`src/hw/i2c_ms_pkg.sv`:
```
/*
 Package for the I2C master/slave register block: register indices,
 field positions, reset values, state encodings and pad structs.
 Assumes APB byte address = 4 * register index.
*/
package i2c_ms_pkg;
   localparam logic [7:0] MCTRL_IDX = 8'he1;
   localparam logic [7:0] MDATA_IDX = 8'he2;
   localparam logic [7:0] SADDR_IDX = 8'he9;
   localparam logic [7:0] SCTRL_IDX = 8'hea;
   localparam logic [7:0] SRX1_IDX = 8'heb;
   localparam logic [7:0] SSHARED_IDX = 8'hec;
   localparam logic [7:0] ISTAT_IDX = 8'hf8;
   localparam logic [7:0] ICLR_IDX = 8'hf9;
   localparam logic [7:0] IEN_IDX = 8'hfa;
   // Master control fields
   localparam int M_EN_B = 7;
   localparam int M_ACKO_B = 6;
   localparam int M_DONE_B = 5;
   localparam int M_ACKI_B = 4;
   localparam int M_START_B = 3;
   localparam int M_STOP_B = 2;
   // Slave control fields
   localparam int S_MIE_B = 7;
   localparam int S_TXIE_B = 6;
   localparam int S_RX2IE_B = 5;
   localparam int S_RX1IE_B = 4;
   localparam int S_SLAVE_TX_DONE_FLAG_B = 2;
   localparam int S_RX2F_B = 1;
   localparam int S_RX1F_B = 0;
   localparam int SADDR_EN_B = 0;
   // Interrupt status bit order
   localparam int EV_MDONE = 0;
   localparam int EV_STX = 1;
   localparam int EV_SRX2 = 2;
   localparam int EV_SRX1 = 3;
   localparam int EV_N = 4;
   // Reset values
   localparam logic [7:0] MDATA_RST = 8'h00;
   localparam logic [6:0] OWN_ADDR_RST = 7'h32;
   localparam logic [1:0] RATE_RST = 2'h0;
   localparam logic STOP_RST = 1'b1;
   localparam logic SLAVE_TX_DONE_FLAG_RST = 1'b1;
   localparam logic [7:0] RDATA_RST = 8'h00;

   typedef enum logic [2:0] {
      M_IDLE = 3'b000,
      M_START = 3'b001,
      M_HOLD = 3'b010,
      M_BIT = 3'b011,
      M_STOP = 3'b100
   } mstate_e;

   typedef enum logic [2:0] {
      S_IDLE = 3'b000,
      S_ADDR = 3'b001,
      S_ACK = 3'b010,
      S_RX = 3'b011,
      S_TX = 3'b100,
      S_TXACK = 3'b101
   } sstate_e;

   typedef struct packed {
      logic scl;
      logic sda;
   } pad_in_s;

   typedef struct packed {
      logic scl_o;
      logic scl_oe_n;
      logic sda_o;
      logic sda_oe_n;
   } pad_out_s;
endpackage : i2c_ms_pkg

```
`src/hw/i2c_master_slave_regs.sv`:
```
/*
 I2C master engine, I2C slave and their registers behind an APB slave.
 Assumes open-drain pads resolved outside; pins are asynchronous.
*/
// Summary of operation
// RQ1: Master runs only while master_enable set
// RQ2: Received byte answered with ack_out_select bit
// RQ3: Byte done sets master_done_flag; write 0 clears
// RQ4: Bus acknowledge captured into ack_in_status
// RQ5: Writing master_start_bit issues a START
// RQ6: Writing master_stop_bit issues a STOP
// RQ7: SCL is pclk divided by 4/16/64/256
// RQ8: Data write resumes transmitting that byte
// RQ9: Data read returns byte, resumes receiving
// RQ10: Slave answers its 7-bit own address
// RQ11: Slave active only while slave_enable set
// RQ12: Master interrupt gated by master_irq_enable, or by IEN bit 0 through the status register
// RQ13: Slave transmit interrupt gated by its enable
// RQ14: Second-byte receive interrupt gated by enable
// RQ15: First-byte receive interrupt gated by enable
// RQ16: Slave transmit done flag, write 0 clears
// RQ17: Shared data: read second byte, write transmit
// RQ18: Master interrupt held until flag cleared
`timescale 1ns/10ps
module i2c_master_slave_regs (
   input wire logic pclk,
   input wire logic presetn,
   input wire logic ce,
   input wire logic psel,
   input wire logic penable,
   input wire logic pwrite,
   input wire logic [9:0] paddr,
   input wire logic [31:0] pwdata,
   output logic [31:0] prdata,
   output logic pready,
   output logic pslverr,
   input wire i2c_ms_pkg::pad_in_s pad_in,
   output i2c_ms_pkg::pad_out_s pad_out,
   output logic irq
);
   function automatic logic [7:0] quarter_len(input logic [1:0] rate);
      quarter_len = 8'h01 << {rate, 1'b0};
   endfunction : quarter_len

   function automatic logic hit(input logic [9:0] a, input logic [7:0] i);
      hit = (a == {i, 2'b00});
   endfunction : hit

   logic pready_reg, pslverr_reg, irq_reg;
   logic [31:0] prdata_reg;
   logic [7:0] rd_mux;
   logic mapped;
   logic acc, wr, rd;
   // Control registers
   logic m_en_reg, m_acko_reg, m_done_reg, m_acki_reg;
   logic m_start_reg, m_stop_reg;
   logic [1:0] rate_reg;
   logic [7:0] mshift_reg;
   logic [6:0] own_addr_reg;
   logic s_en_reg;
   logic [3:0] s_ie_reg;
   logic s_slave_tx_done_flag_reg, s_rx2f_reg, s_rx1f_reg;
   logic [7:0] s_rx1_reg, s_rx2_reg, s_tx_reg;
   logic [i2c_ms_pkg::EV_N-1:0] istat_reg, ien_reg, ev;
   // Master engine
   i2c_ms_pkg::mstate_e m_state_reg;
   logic [7:0] qcnt_reg;
   logic [1:0] ph_reg;
   logic [3:0] mbit_reg;
   logic m_rx_reg, m_scl_low_reg, m_sda_low_reg, m_done_ev;
   logic tick;
   // Slave engine
   i2c_ms_pkg::sstate_e s_state_reg;
   logic scl_s1, scl_s2, sda_s1, sda_s2, scl_d, sda_d;
   logic [7:0] sshift_reg;
   logic [3:0] scnt_reg;
   logic s_rw_reg, s_first_reg, s_match_reg, s_sda_low_reg;
   logic s_tx_ev, s_rx1_ev, s_rx2_ev;
   logic rise, fall, start_det, stop_det;
   logic [7:0] rx_byte;
   i2c_ms_pkg::pad_out_s pad_reg;

   assign prdata = prdata_reg;
   assign pready = pready_reg;
   assign pslverr = pslverr_reg;
   assign pad_out = pad_reg;
   assign irq = irq_reg;

   // APB: one wait state, transfer completes when pready was set
   assign acc = ce & psel & penable & pready_reg;
   assign wr = acc & pwrite & mapped;
   assign rd = acc & ~pwrite & mapped;

   always_comb begin
      mapped = 1'b1;
      rd_mux = 8'h00;
      if (hit(paddr, i2c_ms_pkg::MCTRL_IDX)) begin
         rd_mux = {m_en_reg, m_acko_reg, m_done_reg, m_acki_reg,
            m_start_reg, m_stop_reg, rate_reg};
      end else if (hit(paddr, i2c_ms_pkg::MDATA_IDX)) begin
         rd_mux = mshift_reg;
      end else if (hit(paddr, i2c_ms_pkg::SADDR_IDX)) begin
         rd_mux = {own_addr_reg, s_en_reg};
      end else if (hit(paddr, i2c_ms_pkg::SCTRL_IDX)) begin
         rd_mux = {s_ie_reg, 1'b0, s_slave_tx_done_flag_reg, s_rx2f_reg, s_rx1f_reg};
      end else if (hit(paddr, i2c_ms_pkg::SRX1_IDX)) begin
         rd_mux = s_rx1_reg;
      end else if (hit(paddr, i2c_ms_pkg::SSHARED_IDX)) begin
         rd_mux = s_rx2_reg; // [RQ17]
      end else if (hit(paddr, i2c_ms_pkg::ISTAT_IDX)) begin
         rd_mux = {4'h0, istat_reg};
      end else if (hit(paddr, i2c_ms_pkg::IEN_IDX)) begin
         rd_mux = {4'h0, ien_reg};
      end else if (!hit(paddr, i2c_ms_pkg::ICLR_IDX)) begin
         mapped = 1'b0;
      end
   end

   always_ff @(posedge pclk or negedge presetn) begin
      if (!presetn) begin
         pready_reg <= 1'b0;
         pslverr_reg <= 1'b0;
         prdata_reg <= 32'h0;
      end else if (ce) begin
         pready_reg <= psel & penable & ~pready_reg;
         if (psel && penable && !pready_reg) begin
            pslverr_reg <= ~mapped;
            prdata_reg <= {24'h0, rd_mux};
         end
      end
   end

   // Master control register
   always_ff @(posedge pclk or negedge presetn) begin
      if (!presetn) begin
         m_en_reg <= 1'b0;
         m_acko_reg <= 1'b0;
         m_done_reg <= 1'b0;
         m_start_reg <= 1'b0;
         m_stop_reg <= i2c_ms_pkg::STOP_RST;
         rate_reg <= i2c_ms_pkg::RATE_RST;
      end else if (ce) begin
         if (wr && hit(paddr, i2c_ms_pkg::MCTRL_IDX)) begin
            m_en_reg <= pwdata[i2c_ms_pkg::M_EN_B];
            m_acko_reg <= pwdata[i2c_ms_pkg::M_ACKO_B];
            rate_reg <= pwdata[1:0];
            if (pwdata[i2c_ms_pkg::M_START_B])
               m_start_reg <= 1'b1; // [RQ5]
            if (pwdata[i2c_ms_pkg::M_STOP_B])
               m_stop_reg <= 1'b1; // [RQ6]
         end
         // Set wins over a simultaneous write of 0
         if (m_done_ev)
            m_done_reg <= 1'b1; // [RQ3]
         else if (wr && hit(paddr, i2c_ms_pkg::MCTRL_IDX)
               && !pwdata[i2c_ms_pkg::M_DONE_B])
            m_done_reg <= 1'b0; // [RQ3]
         if (m_state_reg == i2c_ms_pkg::M_START && tick
               && ph_reg == 2'd3) begin
            m_start_reg <= 1'b0;
            m_stop_reg <= 1'b0;
         end
         if (m_state_reg == i2c_ms_pkg::M_STOP && tick && ph_reg == 2'd3)
            m_stop_reg <= 1'b1;
      end
   end

   // Master engine: four quarter ticks per SCL period
   assign tick = (qcnt_reg == 8'h00);

   always_ff @(posedge pclk or negedge presetn) begin
      if (!presetn) begin
         qcnt_reg <= 8'h00;
      end else if (ce) begin
         if (m_state_reg == i2c_ms_pkg::M_IDLE || !tick)
            qcnt_reg <= (m_state_reg == i2c_ms_pkg::M_IDLE) ? 8'h00
               : qcnt_reg - 8'h01;
         else
            qcnt_reg <= quarter_len(rate_reg) - 8'h01; // [RQ7]
      end
   end

   always_ff @(posedge pclk or negedge presetn) begin
      if (!presetn) begin
         m_state_reg <= i2c_ms_pkg::M_IDLE;
         ph_reg <= 2'd0;
         mbit_reg <= 4'h0;
         m_rx_reg <= 1'b0;
         m_scl_low_reg <= 1'b0;
         m_sda_low_reg <= 1'b0;
         m_acki_reg <= 1'b0;
         mshift_reg <= i2c_ms_pkg::MDATA_RST;
         m_done_ev <= 1'b0;
      end else if (ce) begin
         m_done_ev <= 1'b0;
         if (wr && hit(paddr, i2c_ms_pkg::MDATA_IDX))
            mshift_reg <= pwdata[7:0]; // [RQ8]
         if (!m_en_reg) begin
            // Disabling drops the bus at once; no STOP is sent
            m_state_reg <= i2c_ms_pkg::M_IDLE; // [RQ1]
            m_scl_low_reg <= 1'b0;
            m_sda_low_reg <= 1'b0;
         end else begin
            case (m_state_reg)
               i2c_ms_pkg::M_IDLE: begin
                  ph_reg <= 2'd0;
                  if (m_start_reg)
                     m_state_reg <= i2c_ms_pkg::M_START; // [RQ5]
               end
               i2c_ms_pkg::M_HOLD: begin
                  ph_reg <= 2'd0;
                  mbit_reg <= 4'h0;
                  if (wr && hit(paddr, i2c_ms_pkg::MDATA_IDX)) begin
                     m_rx_reg <= 1'b0;
                     m_state_reg <= i2c_ms_pkg::M_BIT; // [RQ8]
                  end else if (rd && hit(paddr, i2c_ms_pkg::MDATA_IDX)) begin
                     m_rx_reg <= 1'b1;
                     m_state_reg <= i2c_ms_pkg::M_BIT; // [RQ9]
                  end else if (m_start_reg) begin
                     m_state_reg <= i2c_ms_pkg::M_START;
                  end else if (m_stop_reg) begin
                     m_state_reg <= i2c_ms_pkg::M_STOP; // [RQ6]
                  end
               end
               i2c_ms_pkg::M_START: if (tick) begin
                  ph_reg <= ph_reg + 2'd1;
                  case (ph_reg)
                     2'd0: m_sda_low_reg <= 1'b0;
                     2'd1: m_scl_low_reg <= 1'b0;
                     2'd2: m_sda_low_reg <= 1'b1; // [RQ5]
                     default: begin
                        m_scl_low_reg <= 1'b1;
                        m_state_reg <= i2c_ms_pkg::M_HOLD;
                     end
                  endcase
               end
               i2c_ms_pkg::M_BIT: if (tick) begin
                  ph_reg <= ph_reg + 2'd1;
                  case (ph_reg)
                     2'd0: begin
                        if (mbit_reg[3])
                           m_sda_low_reg <= m_rx_reg & ~m_acko_reg; // [RQ2]
                        else
                           m_sda_low_reg <= ~m_rx_reg & ~mshift_reg[7];
                     end
                     2'd1: m_scl_low_reg <= 1'b0;
                     2'd2: begin
                        if (!mbit_reg[3])
                           mshift_reg <= {mshift_reg[6:0],
                              m_rx_reg ? sda_s2 : 1'b0};
                        else if (!m_rx_reg)
                           m_acki_reg <= sda_s2; // [RQ4]
                     end
                     default: begin
                        m_scl_low_reg <= 1'b1;
                        mbit_reg <= mbit_reg + 4'h1;
                        if (mbit_reg[3]) begin
                           m_sda_low_reg <= 1'b0;
                           m_done_ev <= 1'b1; // [RQ3]
                           m_state_reg <= i2c_ms_pkg::M_HOLD;
                        end
                     end
                  endcase
               end
               i2c_ms_pkg::M_STOP: if (tick) begin
                  ph_reg <= ph_reg + 2'd1;
                  case (ph_reg)
                     2'd0: m_sda_low_reg <= 1'b1;
                     2'd1: m_scl_low_reg <= 1'b0;
                     2'd2: m_sda_low_reg <= 1'b0; // [RQ6]
                     default: m_state_reg <= i2c_ms_pkg::M_IDLE;
                  endcase
               end
               default: m_state_reg <= i2c_ms_pkg::M_IDLE;
            endcase
         end
      end
   end

   // Pin synchronisers and slave bus events
   always_ff @(posedge pclk or negedge presetn) begin
      if (!presetn) begin
         scl_s1 <= 1'b1;
         scl_s2 <= 1'b1;
         sda_s1 <= 1'b1;
         sda_s2 <= 1'b1;
         scl_d <= 1'b1;
         sda_d <= 1'b1;
      end else if (ce) begin
         scl_s1 <= pad_in.scl;
         scl_s2 <= scl_s1;
         sda_s1 <= pad_in.sda;
         sda_s2 <= sda_s1;
         scl_d <= scl_s2;
         sda_d <= sda_s2;
      end
   end

   assign rise = scl_s2 & ~scl_d;
   assign fall = ~scl_s2 & scl_d;
   assign start_det = scl_s2 & scl_d & sda_d & ~sda_s2;
   assign stop_det = scl_s2 & scl_d & ~sda_d & sda_s2;
   assign rx_byte = {sshift_reg[6:0], sda_s2};

   // Slave address and control registers
   always_ff @(posedge pclk or negedge presetn) begin
      if (!presetn) begin
         own_addr_reg <= i2c_ms_pkg::OWN_ADDR_RST;
         s_en_reg <= 1'b0;
         s_ie_reg <= 4'h0;
         s_tx_reg <= i2c_ms_pkg::RDATA_RST;
      end else if (ce && wr) begin
         if (hit(paddr, i2c_ms_pkg::SADDR_IDX)) begin
            own_addr_reg <= pwdata[7:1]; // [RQ10]
            s_en_reg <= pwdata[i2c_ms_pkg::SADDR_EN_B]; // [RQ11]
         end
         if (hit(paddr, i2c_ms_pkg::SCTRL_IDX))
            s_ie_reg <= pwdata[7:4];
         if (hit(paddr, i2c_ms_pkg::SSHARED_IDX))
            s_tx_reg <= pwdata[7:0]; // [RQ17]
      end
   end

   // Slave flags: hardware set wins over a write of 0
   always_ff @(posedge pclk or negedge presetn) begin
      if (!presetn) begin
         s_slave_tx_done_flag_reg <= i2c_ms_pkg::SLAVE_TX_DONE_FLAG_RST;
         s_rx2f_reg <= 1'b0;
         s_rx1f_reg <= 1'b0;
      end else if (ce) begin
         if (s_tx_ev)
            s_slave_tx_done_flag_reg <= 1'b1; // [RQ16]
         else if (wr && hit(paddr, i2c_ms_pkg::SCTRL_IDX)
               && !pwdata[i2c_ms_pkg::S_SLAVE_TX_DONE_FLAG_B])
            s_slave_tx_done_flag_reg <= 1'b0; // [RQ16]
         if (s_rx2_ev)
            s_rx2f_reg <= 1'b1;
         else if (wr && hit(paddr, i2c_ms_pkg::SCTRL_IDX)
               && !pwdata[i2c_ms_pkg::S_RX2F_B])
            s_rx2f_reg <= 1'b0;
         if (s_rx1_ev)
            s_rx1f_reg <= 1'b1;
         else if (wr && hit(paddr, i2c_ms_pkg::SCTRL_IDX)
               && !pwdata[i2c_ms_pkg::S_RX1F_B])
            s_rx1f_reg <= 1'b0;
      end
   end

   // Slave engine; no clock stretching, software must keep pace
   always_ff @(posedge pclk or negedge presetn) begin
      if (!presetn) begin
         s_state_reg <= i2c_ms_pkg::S_IDLE;
         sshift_reg <= 8'h00;
         scnt_reg <= 4'h0;
         s_rw_reg <= 1'b0;
         s_first_reg <= 1'b0;
         s_match_reg <= 1'b0;
         s_sda_low_reg <= 1'b0;
         s_rx1_reg <= i2c_ms_pkg::RDATA_RST;
         s_rx2_reg <= i2c_ms_pkg::RDATA_RST;
         s_tx_ev <= 1'b0;
         s_rx1_ev <= 1'b0;
         s_rx2_ev <= 1'b0;
      end else if (ce) begin
         s_tx_ev <= 1'b0;
         s_rx1_ev <= 1'b0;
         s_rx2_ev <= 1'b0;
         if (!s_en_reg || stop_det) begin
            s_state_reg <= i2c_ms_pkg::S_IDLE; // [RQ11]
            s_sda_low_reg <= 1'b0;
         end else if (start_det) begin
            s_state_reg <= i2c_ms_pkg::S_ADDR;
            scnt_reg <= 4'h0;
            s_match_reg <= 1'b0;
            s_first_reg <= 1'b1;
            s_sda_low_reg <= 1'b0;
         end else begin
            case (s_state_reg)
               i2c_ms_pkg::S_ADDR, i2c_ms_pkg::S_RX: begin
                  if (rise && !scnt_reg[3]) begin
                     sshift_reg <= rx_byte;
                     scnt_reg <= scnt_reg + 4'h1;
                     if (scnt_reg == 4'h7) begin
                        if (s_state_reg == i2c_ms_pkg::S_ADDR) begin
                           s_match_reg <= rx_byte[7:1]
                              == own_addr_reg; // [RQ10]
                           s_rw_reg <= rx_byte[0];
                        end else begin
                           s_match_reg <= 1'b1;
                           s_first_reg <= 1'b0;
                           if (s_first_reg) begin
                              s_rx1_reg <= rx_byte;
                              s_rx1_ev <= 1'b1;
                           end else begin
                              s_rx2_reg <= rx_byte; // [RQ17]
                              s_rx2_ev <= 1'b1;
                           end
                        end
                     end
                  end else if (fall && scnt_reg[3]) begin
                     if (s_match_reg) begin
                        s_sda_low_reg <= 1'b1;
                        s_state_reg <= i2c_ms_pkg::S_ACK;
                     end else begin
                        s_state_reg <= i2c_ms_pkg::S_IDLE;
                     end
                  end
               end
               i2c_ms_pkg::S_ACK: if (fall) begin
                  scnt_reg <= 4'h0;
                  sshift_reg <= s_tx_reg;
                  s_sda_low_reg <= s_rw_reg & ~s_tx_reg[7];
                  s_state_reg <= s_rw_reg ? i2c_ms_pkg::S_TX
                     : i2c_ms_pkg::S_RX;
               end
               i2c_ms_pkg::S_TX: begin
                  if (rise)
                     scnt_reg <= scnt_reg + 4'h1;
                  else if (fall && scnt_reg[3]) begin
                     s_sda_low_reg <= 1'b0;
                     s_state_reg <= i2c_ms_pkg::S_TXACK;
                  end else if (fall) begin
                     sshift_reg <= {sshift_reg[6:0], 1'b0};
                     s_sda_low_reg <= ~sshift_reg[6];
                  end
               end
               i2c_ms_pkg::S_TXACK: if (rise) begin
                  s_tx_ev <= 1'b1; // [RQ16]
                  s_state_reg <= sda_s2 ? i2c_ms_pkg::S_IDLE
                     : i2c_ms_pkg::S_ACK;
               end
               default: s_sda_low_reg <= 1'b0;
            endcase
         end
      end
   end

   // Interrupt status, clear and enable
   assign ev = {s_rx1_ev, s_rx2_ev, s_tx_ev, m_done_ev};

   always_ff @(posedge pclk or negedge presetn) begin
      if (!presetn) begin
         istat_reg <= '0;
         ien_reg <= '0;
      end else if (ce) begin
         if (wr && hit(paddr, i2c_ms_pkg::IEN_IDX))
            ien_reg <= pwdata[i2c_ms_pkg::EV_N-1:0];
         if (wr && hit(paddr, i2c_ms_pkg::ICLR_IDX))
            istat_reg <= ev | (istat_reg & ~pwdata[i2c_ms_pkg::EV_N-1:0]);
         else
            istat_reg <= ev | istat_reg;
      end
   end

   // Level interrupt; pad drive registered so outputs are flops
   always_ff @(posedge pclk or negedge presetn) begin
      if (!presetn) begin
         irq_reg <= 1'b0;
         pad_reg <= 4'b0101;
      end else if (ce) begin
         irq_reg <= (m_done_reg & s_ie_reg[3]) // [RQ12] [RQ18]
            | (s_slave_tx_done_flag_reg & s_ie_reg[2]) // [RQ13]
            | (s_rx2f_reg & s_ie_reg[1]) // [RQ14]
            | (s_rx1f_reg & s_ie_reg[0]) // [RQ15]
            | (|(istat_reg & ien_reg));
         pad_reg.scl_o <= 1'b0;
         pad_reg.sda_o <= 1'b0;
         pad_reg.scl_oe_n <= ~m_scl_low_reg;
         pad_reg.sda_oe_n <= ~(m_sda_low_reg | s_sda_low_reg);
      end
   end
endmodule : i2c_master_slave_regs

```
`config.mk`:
```
export PLATFORM = sky130hd
export DESIGN_NAME = i2c_master_slave_regs
export DESIGN_NICKNAME = d
export VERILOG_FILES = /design/src/hw/i2c_ms_pkg.sv /design/src/hw/i2c_master_slave_regs.sv
export SDC_FILE = /design/constraint.sdc
export NUM_CORES = 1
export LEC_CHECK = 0
export ABC_AREA = 1
export BUFFER_PORTS_ARGS = -buffer_cell sky130_fd_sc_hd__clkbuf_2
export CORE_MARGIN = 1.5
export CORE_UTILIZATION = 40
export DETAILED_ROUTE_END_ITERATION = 8
export GPL_ROUTABILITY_DRIVEN = 0
export SYNTH_ARGS = -nofsm -noshare
export SYNTH_HDL_FRONTEND = slang
export SYNTH_SLANG_ARGS = --single-unit
```
`constraint.sdc`:
```
create_clock -name pclk -period 2.19 [get_ports pclk]
set_input_delay 0.657 -clock pclk [delete_from_list [all_inputs] [get_ports pclk]]
set_output_delay 0.657 -clock pclk [all_outputs]
set_load 0.03 [all_outputs]
```
# After elaboration in Yosys (flattened, before gate mapping)
# Cells that the tools add are included.
# totals
ff_bits	124
input_bits	50
out_inout_bits	39
elab_cells	398
# classes
n_addsub	5
eq_ne	62
n_shift	1
mux	145
n_bitwise	51
reduce_logical	85
# op_table
cell	n
$mux 8	14
$eq 10x10->1 const B	9
$mux 1	79
$mux 3	22
$ne 3x3->1 const B	14
$mux 4	9
$mux 7	5
$ne 4x4->1 const B	8
$reduce_and 8->1	4
$reduce_bool 2->1	12
$and 1x1->1	23
$pmux 7 s3	1
$reduce_and 2->1	10
$logic_and 1x1->1	19
$not 1->1	18
$reduce_and 6->1	3
$reduce_and 9->1	2
$ne 2x2->1 const B	8
$sub 8x1->8 const B	2
$pmux 3 s5	1
$reduce_and 7->1	2
$eq 3x2->1 const B	4
$pmux 3 s4	1
$pmux 4 s3	1
other kinds (40)	78

# Longest topological paths before layout
# Gate-level depths: netlist of the first run.
# depth
depth_word	18
ltp_mapped	12
mapped_depth_nobuf	12

# Worst setup path after synthesis of the first run
# OpenSTA, ideal clock, no wires.
# synth_path
path_type	input to register
start	input ce
end	register own_addr_reg[0]
setup_time_ps	117
t_arrival_ps	1806
required_ps	2073
setup_slack_ps	267
cell_stages	9
n_path_buf	1
path_cell_list	buf_4 -> nand3_1 -> inv_1 -> nand2_1 -> nor2_4 -> a21boi_4 -> nand2_4 -> nand2_1 -> nand2_1
# synth_between
elab_chain_cells	7
# synth_lines
element	line_no	rtl
start, declared	i2c_master_slave_regs.sv:28	input wire logic ce,
$and 1x1->1 (3 in a row)	i2c_master_slave_regs.sv:90	assign acc = ce & psel & penable & pready_reg;
$and 1x1->1 (2 in a row)	i2c_master_slave_regs.sv:91	assign wr = acc & pwrite & mapped;
$logic_and 1x1->1 (*)	i2c_master_slave_regs.sv:312	end else if (ce && wr) begin
$reduce_and 2->1 (no line) (*)	-	
end signal, assigned	i2c_master_slave_regs.sv:308	own_addr_reg <= i2c_ms_pkg::OWN_ADDR_RST;
end signal, assigned	i2c_master_slave_regs.sv:314	own_addr_reg <= pwdata[7:1];
end, declared	i2c_master_slave_regs.sv:59	logic [6:0] own_addr_reg;
# Every way passes the cells marked *; elsewhere a longest branch is shown, timed or not.
# A chain may end at the register's enable or synchronous reset.

# Worst setup path after layout of the first run
# layout_path
start	register qcnt_reg[0]
end	register m_state_reg[2]
# layout_between
elab_chain_cells	3
word_cells_on_any_way	5
classes_between	eq/ne: 3; reduce/logical: 2
# layout_lines
element	line_no	rtl
start, declared	i2c_master_slave_regs.sv:67	logic [7:0] qcnt_reg;
start signal, assigned	i2c_master_slave_regs.sv:176	qcnt_reg <= (m_state_reg == i2c_ms_pkg::M_IDLE) ? 8'h00
start signal, assigned	i2c_master_slave_regs.sv:179	qcnt_reg <= quarter_len(rate_reg) - 8'h01;
$logic_not 8->1 (*)	i2c_master_slave_regs.sv:169	assign tick = (qcnt_reg == 8'h00);
$ne 3x3->1 (no line)	-	
$reduce_and 10->1 (no line) (*)	-	
end signal, assigned	i2c_master_slave_regs.sv:185	m_state_reg <= i2c_ms_pkg::M_IDLE;
end signal, assigned	i2c_master_slave_regs.sv:200	m_state_reg <= i2c_ms_pkg::M_IDLE;
end signal, assigned	i2c_master_slave_regs.sv:208	m_state_reg <= i2c_ms_pkg::M_START;
end, declared	i2c_master_slave_regs.sv:66	i2c_ms_pkg::mstate_e m_state_reg;
# Marked as above.

==> flow_summary.yaml, run 1 <==
logic_synthesis:
  synthFlopType: "dfrtp_1"
  synth_top_area_share_pct: 38.2
  synth.area.top_cells: "dfrtp_1, nand2_1, o21ai_0"
  syn_inst: 976
  yosys_warnings: 0
  netlist.top_cell.by_area: "dfrtp_1"
  synth_enable_flop_cells: 0
  synth.ff_latch_count: 124
  synthArstFlopShare_pct: 100
  syn_area_um2: 7280
  ys_types: 46
  syn_avg_cell_area_um2: 7.46
  synth-seq-area-share_pct: 42.9
finish:
  drive_gt1_share_pct: 17.6
  nets: 1125
  syn_to_final_growth_pct: 17.5
  final_core_util_pct: 47.7
  num_antenna_cells: 0
sta:
  fin_worst_skew_ps: 6.87
  whs_ps: 146
  final_max_slew_viol_count: 0
  grt_setup_unrepaired: "false"
  fin_crit_sh_pct: 90.8
  tns_ps: 0
  max_freq_ghz: 0.503
  final-setup-viol-count: 0
  fin_ws_ps: 200
  layout_min_cycle_time_ps: 1990
  hold_viol: 0
grt:
  grt_pass1_wl_um: 31900
  grt_max_degree: 44
  grt_pass1_vias: 6232
  grt-ovfl-total: 0
  groute.usage.overall_pct: 22.2
  antenna_found_initial: 0
worst_setup_path:
  critPathMaxFanout: 8
  crit_start: "qcnt_reg[0]$_DFFE_PN0P_"
  worstSetupEndpointType: "register"
  required_ps: 2540
  worstPathCellList: "inv_1 -> ha_1 -> nand2_1 -> nor2_4 -> inv_1 -> nand3_1 -> nand3_1 -> nor2_2 -> nand3_1 -> o21ai_0"
  cpPeakStageDelay_ps: 380
  regToRegStartpoint: "qcnt_reg[0]$_DFFE_PN0P_"
  crit_top_cell: "nand3_1"
  critPathKind: "reg -> reg"
  worst-r2r-cell-count: 10
  crit_slowest_cell: "dfrtp_1"
  cp_data_arrival_time_ps: 2340
  critPathLaunchType: "register"
  reg2reg_slack_ps: 200
  reg2reg_to: "m_state_reg[2]$_DFFE_PN0P_"
run_status:
  status: "completed"
cts:
  path_clk_slew_ps: 60
  cts_resized: 0
  cts_tree: "done"
  cts_sinks: 124
  h-tree-depth: 4
  cts_setup_buffers: 0
  cts-root-buf: "clkbuf_16"
  postCtsHoldBufs: 0
  cts_buffer_depth: 2
  clk_latency_ps: 430
  cts_buffers: 17
power:
  p_comb_share_pct: 9.6
  p_per_area_nw_per_um2: 657
  switchingPower_mw: 1.54
  seq_power_share_pct: 43.3
  p_int_mw: 4.08
  ir_worst_vdd_v: 0.000516
  clkPwrFrac_pct: 47.1
  swShare_pct: 27.4
  leakage_nw: 4.31
placement:
  place_ws_ps: -28.5
  hpwlAfterDp_um: 14600
  port_buffers: 38
floorplanning:
  core_um2: 17900
  die_h_um: 138
  num_rows: 49
  die_x_um: 138
  boundaryPins: 89
  start_util_pct: 40.6
  die-area_um2: 19000
detailed_routing:
  routedWlPerCell_um: 15.0
  vias_per_cell: 5.08
  num_vias: 6648
  final_antenna_net_count: 0
  drt_iter0_drc: 464
  drt-total-wl_um: 19600
  dr.pass1.iters: 6
  drc_errors: 0
min_path:
  hold_class: "in -> async"
job:
  drv_cap: 0
-- cells in the final DEF (no fill, tap or decap), types with 2 or more instances in the layout --
cell        synthesis  layout
a21oi_1            38      38
a31o_2              3       3
a31oi_1             7       7
buf_12              0       3
buf_4              28      50
clkbuf_16           0      17
clkbuf_2            0      37
clkinv_2            1       5
clkinv_4            0       3
clkinvlp_4          0       5
conb_1              1      26
dfrtp_1           111     111
dfstp_2            13      13
ha_1                9       9
inv_1              98      98
nand2_1           296     296
nand2_2            13      13
nand2_4             6       6
nand3_1            58      58
nand4_1            21      21
nor2_1             88      88
nor2_2              6       6
nor2_4             11      11
nor3_1             12      12
nor4_1              4       4
o211ai_1            6       6
o21ai_0            84      84
o21ai_1             6       6
o21ai_2             2       2
o31ai_1             5       5
or2_2               5       5
xnor2_1             8       8
xor2_1              6       6
-- Yosys cell counts, types with 2 or more instances --
| cell type | count |
|---|---|
| nand2_1 | 296 |
| dfrtp_1 | 111 |
| inv_1 | 98 |
| nor2_1 | 88 |
| o21ai_0 | 84 |
| nand3_1 | 58 |
| a21oi_1 | 38 |
| buf_4 | 28 |
| nand4_1 | 21 |
| dfstp_2 | 13 |
| nand2_2 | 13 |
| nor3_1 | 12 |
| clkbuf_1 | 11 |
| nor2_4 | 11 |
| ha_1 | 9 |
| xnor2_1 | 8 |
| a31oi_1 | 7 |
| nand2_4 | 6 |
| nor2_2 | 6 |
| o211ai_1 | 6 |
| o21ai_1 | 6 |
| xor2_1 | 6 |
| o31ai_1 | 5 |
| or2_2 | 5 |
| nor4_1 | 4 |
| a31o_2 | 3 |
| buf_2 | 3 |
| o21ai_2 | 2 |
-- how the worst max path moves through the flow --
stage | end | slack [ps] | cells after the start
2_1_floorplan | own_addr_reg[0]$_DFFE_PN0P_ | 270 | 9
3_3_place_gp | s_tx_reg[3]$_DFFE_PN0P_ | 10 | 12
3_5_place_dp | s_tx_reg[2]$_DFFE_PN0P_ | -30 | 12
4_1_cts | m_state_reg[2]$_DFFE_PN0P_ | 220 | 10
5_1_grt | qcnt_reg[4]$_DFFE_PN0P_ | 40 | 10
6_report | m_state_reg[2]$_DFFE_PN0P_ | 200 | 10
-- routing by layer --
metal | vias up | track usage, % | wire length, um
met1 | 3123 | 31.7 | 9470
met5 | - | 0 | 0
li1 | 3294 | - | -
met2 | 195 | 33.2 | 8600
met3 | 36 | 4.31 | 1070
met4 | 0 | 7.99 | 444
-- final cells by class --
class                      instances  area [um^2]
sequential                       124         3120
tap                              229          287
fill                            1819         9350
clock inverter                    14          123
inverter                         100          377
multi-input combinational        733         3590
timing repair buffer              90          621
clock buffer                      18          429
-- worst max-delay path, delay by kind of cell, from the launching register on --
| kind | cells | cell delay [ps] |
|---|---|---|
| flip-flops | 1 | 380 |
| AO/OA/AOI/OAI | 1 | 80 |
| buffers and inverters | 2 | 280 |
| adder cells (fa/ha/maj) | 1 | 200 |
| AND/OR/NAND/NOR | 6 | 960 |
-- cells by family (layout without fill, tap and decap cells) --
group,Yosys count,in the layout,synth area share (%)
adders and majority gates,9,9,1.55
AOI/OAI and AO/OA,157,157,12.0
and+or+nand+nor,527,527,32.8
buffers and inverters,144,222,9.04
other,1,26,0.0515
DFF,124,124,42.9
xor gates and xnor gates,14,14,1.69
-- metrics by stage --
| stage | total power [mW] | cell area, um^2 | instances |
|---|---|---|---|
| after floorplan | 2.82 | 7370 | 1001 |
| after global placement | 3.00 | 8000 | 1276 |
| after detailed placement | 3.01 | 8000 | 1276 |
| final | 5.61 | 8550 | 1308 |
| after global routing | 5.82 | 8550 | 1308 |
| after CTS | 5.65 | 8550 | 1308 |
-- power by group through the flow --
| stage | Sequential, mW | Combinational (mW) | Clock (mW) |
|---|---|---|---|
| 5_1_grt | 2.44 | 0.601 | 2.79 |
| 2_1_floorplan | 2.51 | 0.307 | 0 |
| 4_1_cts | 2.43 | 0.541 | 2.68 |
| 3_5_place_dp | 2.47 | 0.539 | 0 |
| 3_3_place_gp | 2.47 | 0.534 | 0 |
| 6_report | 2.43 | 0.538 | 2.65 |
No activity file was read; power rests on OpenSTA's default activity.
==> run 2, diff against run 1 <==
CTS_BUF_LIST = sky130_fd_sc_hd__clkbuf_2   (was not set)
==> run 2 against run 1 <==
Against the previous run:
- maximum frequency down 4.7%
- design area shrank 3.8%
- total power down 23%
- via count shrank 1.1%
- sequential power about the same
- core utilization is 1.8 points lower
- count of clock-buffer cells in the layout stayed put
- critical endpoint is now pad_out[2]
- largest cell class unchanged
- largest power group is now registers
==> flow_summary.yaml, run 2 (synthesized netlist as in run 1, its figures left out) <==
run_status:
  status: "completed"
worst_setup_path:
  critPathLaunchType: "register"
  critPathTopFamily: "flip-flops"
  crit_slowest_cell: "dfstp_2"
  worstPathCellList: "clkbuf_4"
  critPathMaxFanout: 2
  critPathKind: "reg -> out"
  required_ps: 1530
  cpPeakStageDelay_ps: 560
  worstSetupEndpointType: "output port"
  path_buf_inv: 1
  cp_data_arrival_time_ps: 1430
sta:
  fin_worst_skew_ps: 28.5
  grt_setup_unrepaired: "false"
  fin_ws_ps: 103
  fin_crit_sh_pct: 95.3
  max_freq_ghz: 0.479
  hold_viol: 0
  final_max_slew_viol_count: 0
  final-setup-viol-count: 0
  layout_min_cycle_time_ps: 2090
floorplanning:
  die-area_um2: 19000
  start_util_pct: 40.6
  num_rows: 49
  core_um2: 17900
  boundaryPins: 89
  die_x_um: 138
  die_h_um: 138
min_path:
  hold_class: "in -> reg"
grt:
  antenna_found_initial: 0
  grt_pass1_wl_um: 31700
  grt_pass1_vias: 6190
  grt_max_degree: 44
  groute.usage.overall_pct: 21.9
  grt-ovfl-total: 0
finish:
  layout_common_cells: "nand2_1, dfrtp_1, inv_1, nor2_1, o21ai_0"
  drive_gt1_share_pct: 17.7
  fill_cells: 1870
  nets: 1126
  num_antenna_cells: 0
  final_common_cell: "nand2_1"
  layout.cells.non_filler: 1309
  syn_to_final_growth_pct: 13.0
cts:
  cts_buffer_depth: 2
  cts-root-buf: "clkbuf_2"
  cts_tree: "done"
  path_clk_slew_ps: 180
  cts_setup_buffers: 0
  cts_buffers: 17
  cts_sinks: 124
  h-tree-depth: 4
  clk_latency_ps: 700
placement:
  hpwlAfterDp_um: 14600
  dp.cells: 1276
  place_ws_ps: -28.5
  port_buffers: 38
power:
  leakage_nw: 4.18
  finalPower_mw: 4.30
  p_per_area_nw_per_um2: 523
  ir_worst_vdd_v: 0.000354
detailed_routing:
  num_vias: 6572
  drt_iter0_drc: 439
  drc_errors: 0
  drt-total-wl_um: 19400
  final_antenna_net_count: 0
  routedWlPerCell_um: 14.8
  vias_per_cell: 5.02
  dr.pass1.iters: 5
job:
  drv_cap: 0
## run 2: cell count changes in the layout (fill, tap and decap cells not counted)
cell,previous run,this run
clkbuf_1,1,0
dlygate4sd3_1,0,1
clkbuf_16,17,0
clkbuf_2,37,53
buf_4,50,51
clkbuf_4,0,1
## run 2: worst paths after layout
| check | startpoint | end | slack [ps] | cells after the start |
|---|---|---|---|---|
| min in group asynchronous | presetn | m_start_reg$_DFFE_PN0P_ | 390 | 2 |
| max in group asynchronous | presetn | pad_out[2]$_DFFE_PN1P_ | 1120 | 3 |
| max | pad_out[2]$_DFFE_PN1P_ | pad_out[2] | 100 | 1 |
| max reg2reg | qcnt_reg[0]$_DFFE_PN0P_ | m_state_reg[2]$_DFFE_PN0P_ | 200 | 10 |
| min | pad_in[0] | sda_s1$_DFFE_PN1P_ | 120 | 3 |
| min reg2reg | m_sda_low_reg$_DFFE_PN0P_ | pad_out[0]$_DFFE_PN1P_ | 450 | 1 |
## run 2: layout make-up
type | instances | area, um^2 | share of cell area [%]
sequential | 124 | 3120 | 37.9
inverter | 100 | 377 | 4.58
multi-input combinational | 733 | 3590 | 43.7
clock inverter | 14 | 123 | 1.49
tap | 229 | 287 | 3.48
clock buffer | 18 | 90.1 | 1.10
timing repair buffer | 91 | 636 | 7.73
## run 2: through the flow
step           utilization [%]  area, um^2  setup TNS [ps]  hold WS (ps)
3_5_place_dp              44.7        8000            -238           425
6_report                  45.9        8220               0           119
4_1_cts                   45.9        8220               0          49.2
2_1_floorplan                -        7370               0           361
3_3_place_gp              44.7        8000               0           425
5_1_grt                   45.9        8220               0          52.5
## run 2: power by group
part	internal, mW	leakage, nW	switching [mW]
combinational	0.151	2.47	0.389
sequential	2.37	1.59	0.0544
clock	0.410	0.122	0.924
total	2.93	4.18	1.37
## run 2: routing by layer
metal  global-route usage, %  wire length, um
met3                    3.73              888
met5                       0                0
met1                    31.6             9540
met4                    7.00              373
met2                    33.3             8610
## run 2: worst reg2reg max path: cells and delay by family, from the launching register on
family | cells | cell delay [ps]
AOI/OAI and AO/OA | 1 | 80
buffers and inverters | 2 | 290
adders and majority gates | 1 | 200
DFF | 1 | 420
and+or+nand+nor | 6 | 970
## run 2: repair_timing
item | CTS | global route
endpoints found under the setup margin | 1 | 2
hold endpoints to repair | 18 | 0
resized for setup | 1 | 3
hold buffers | 1 | 0
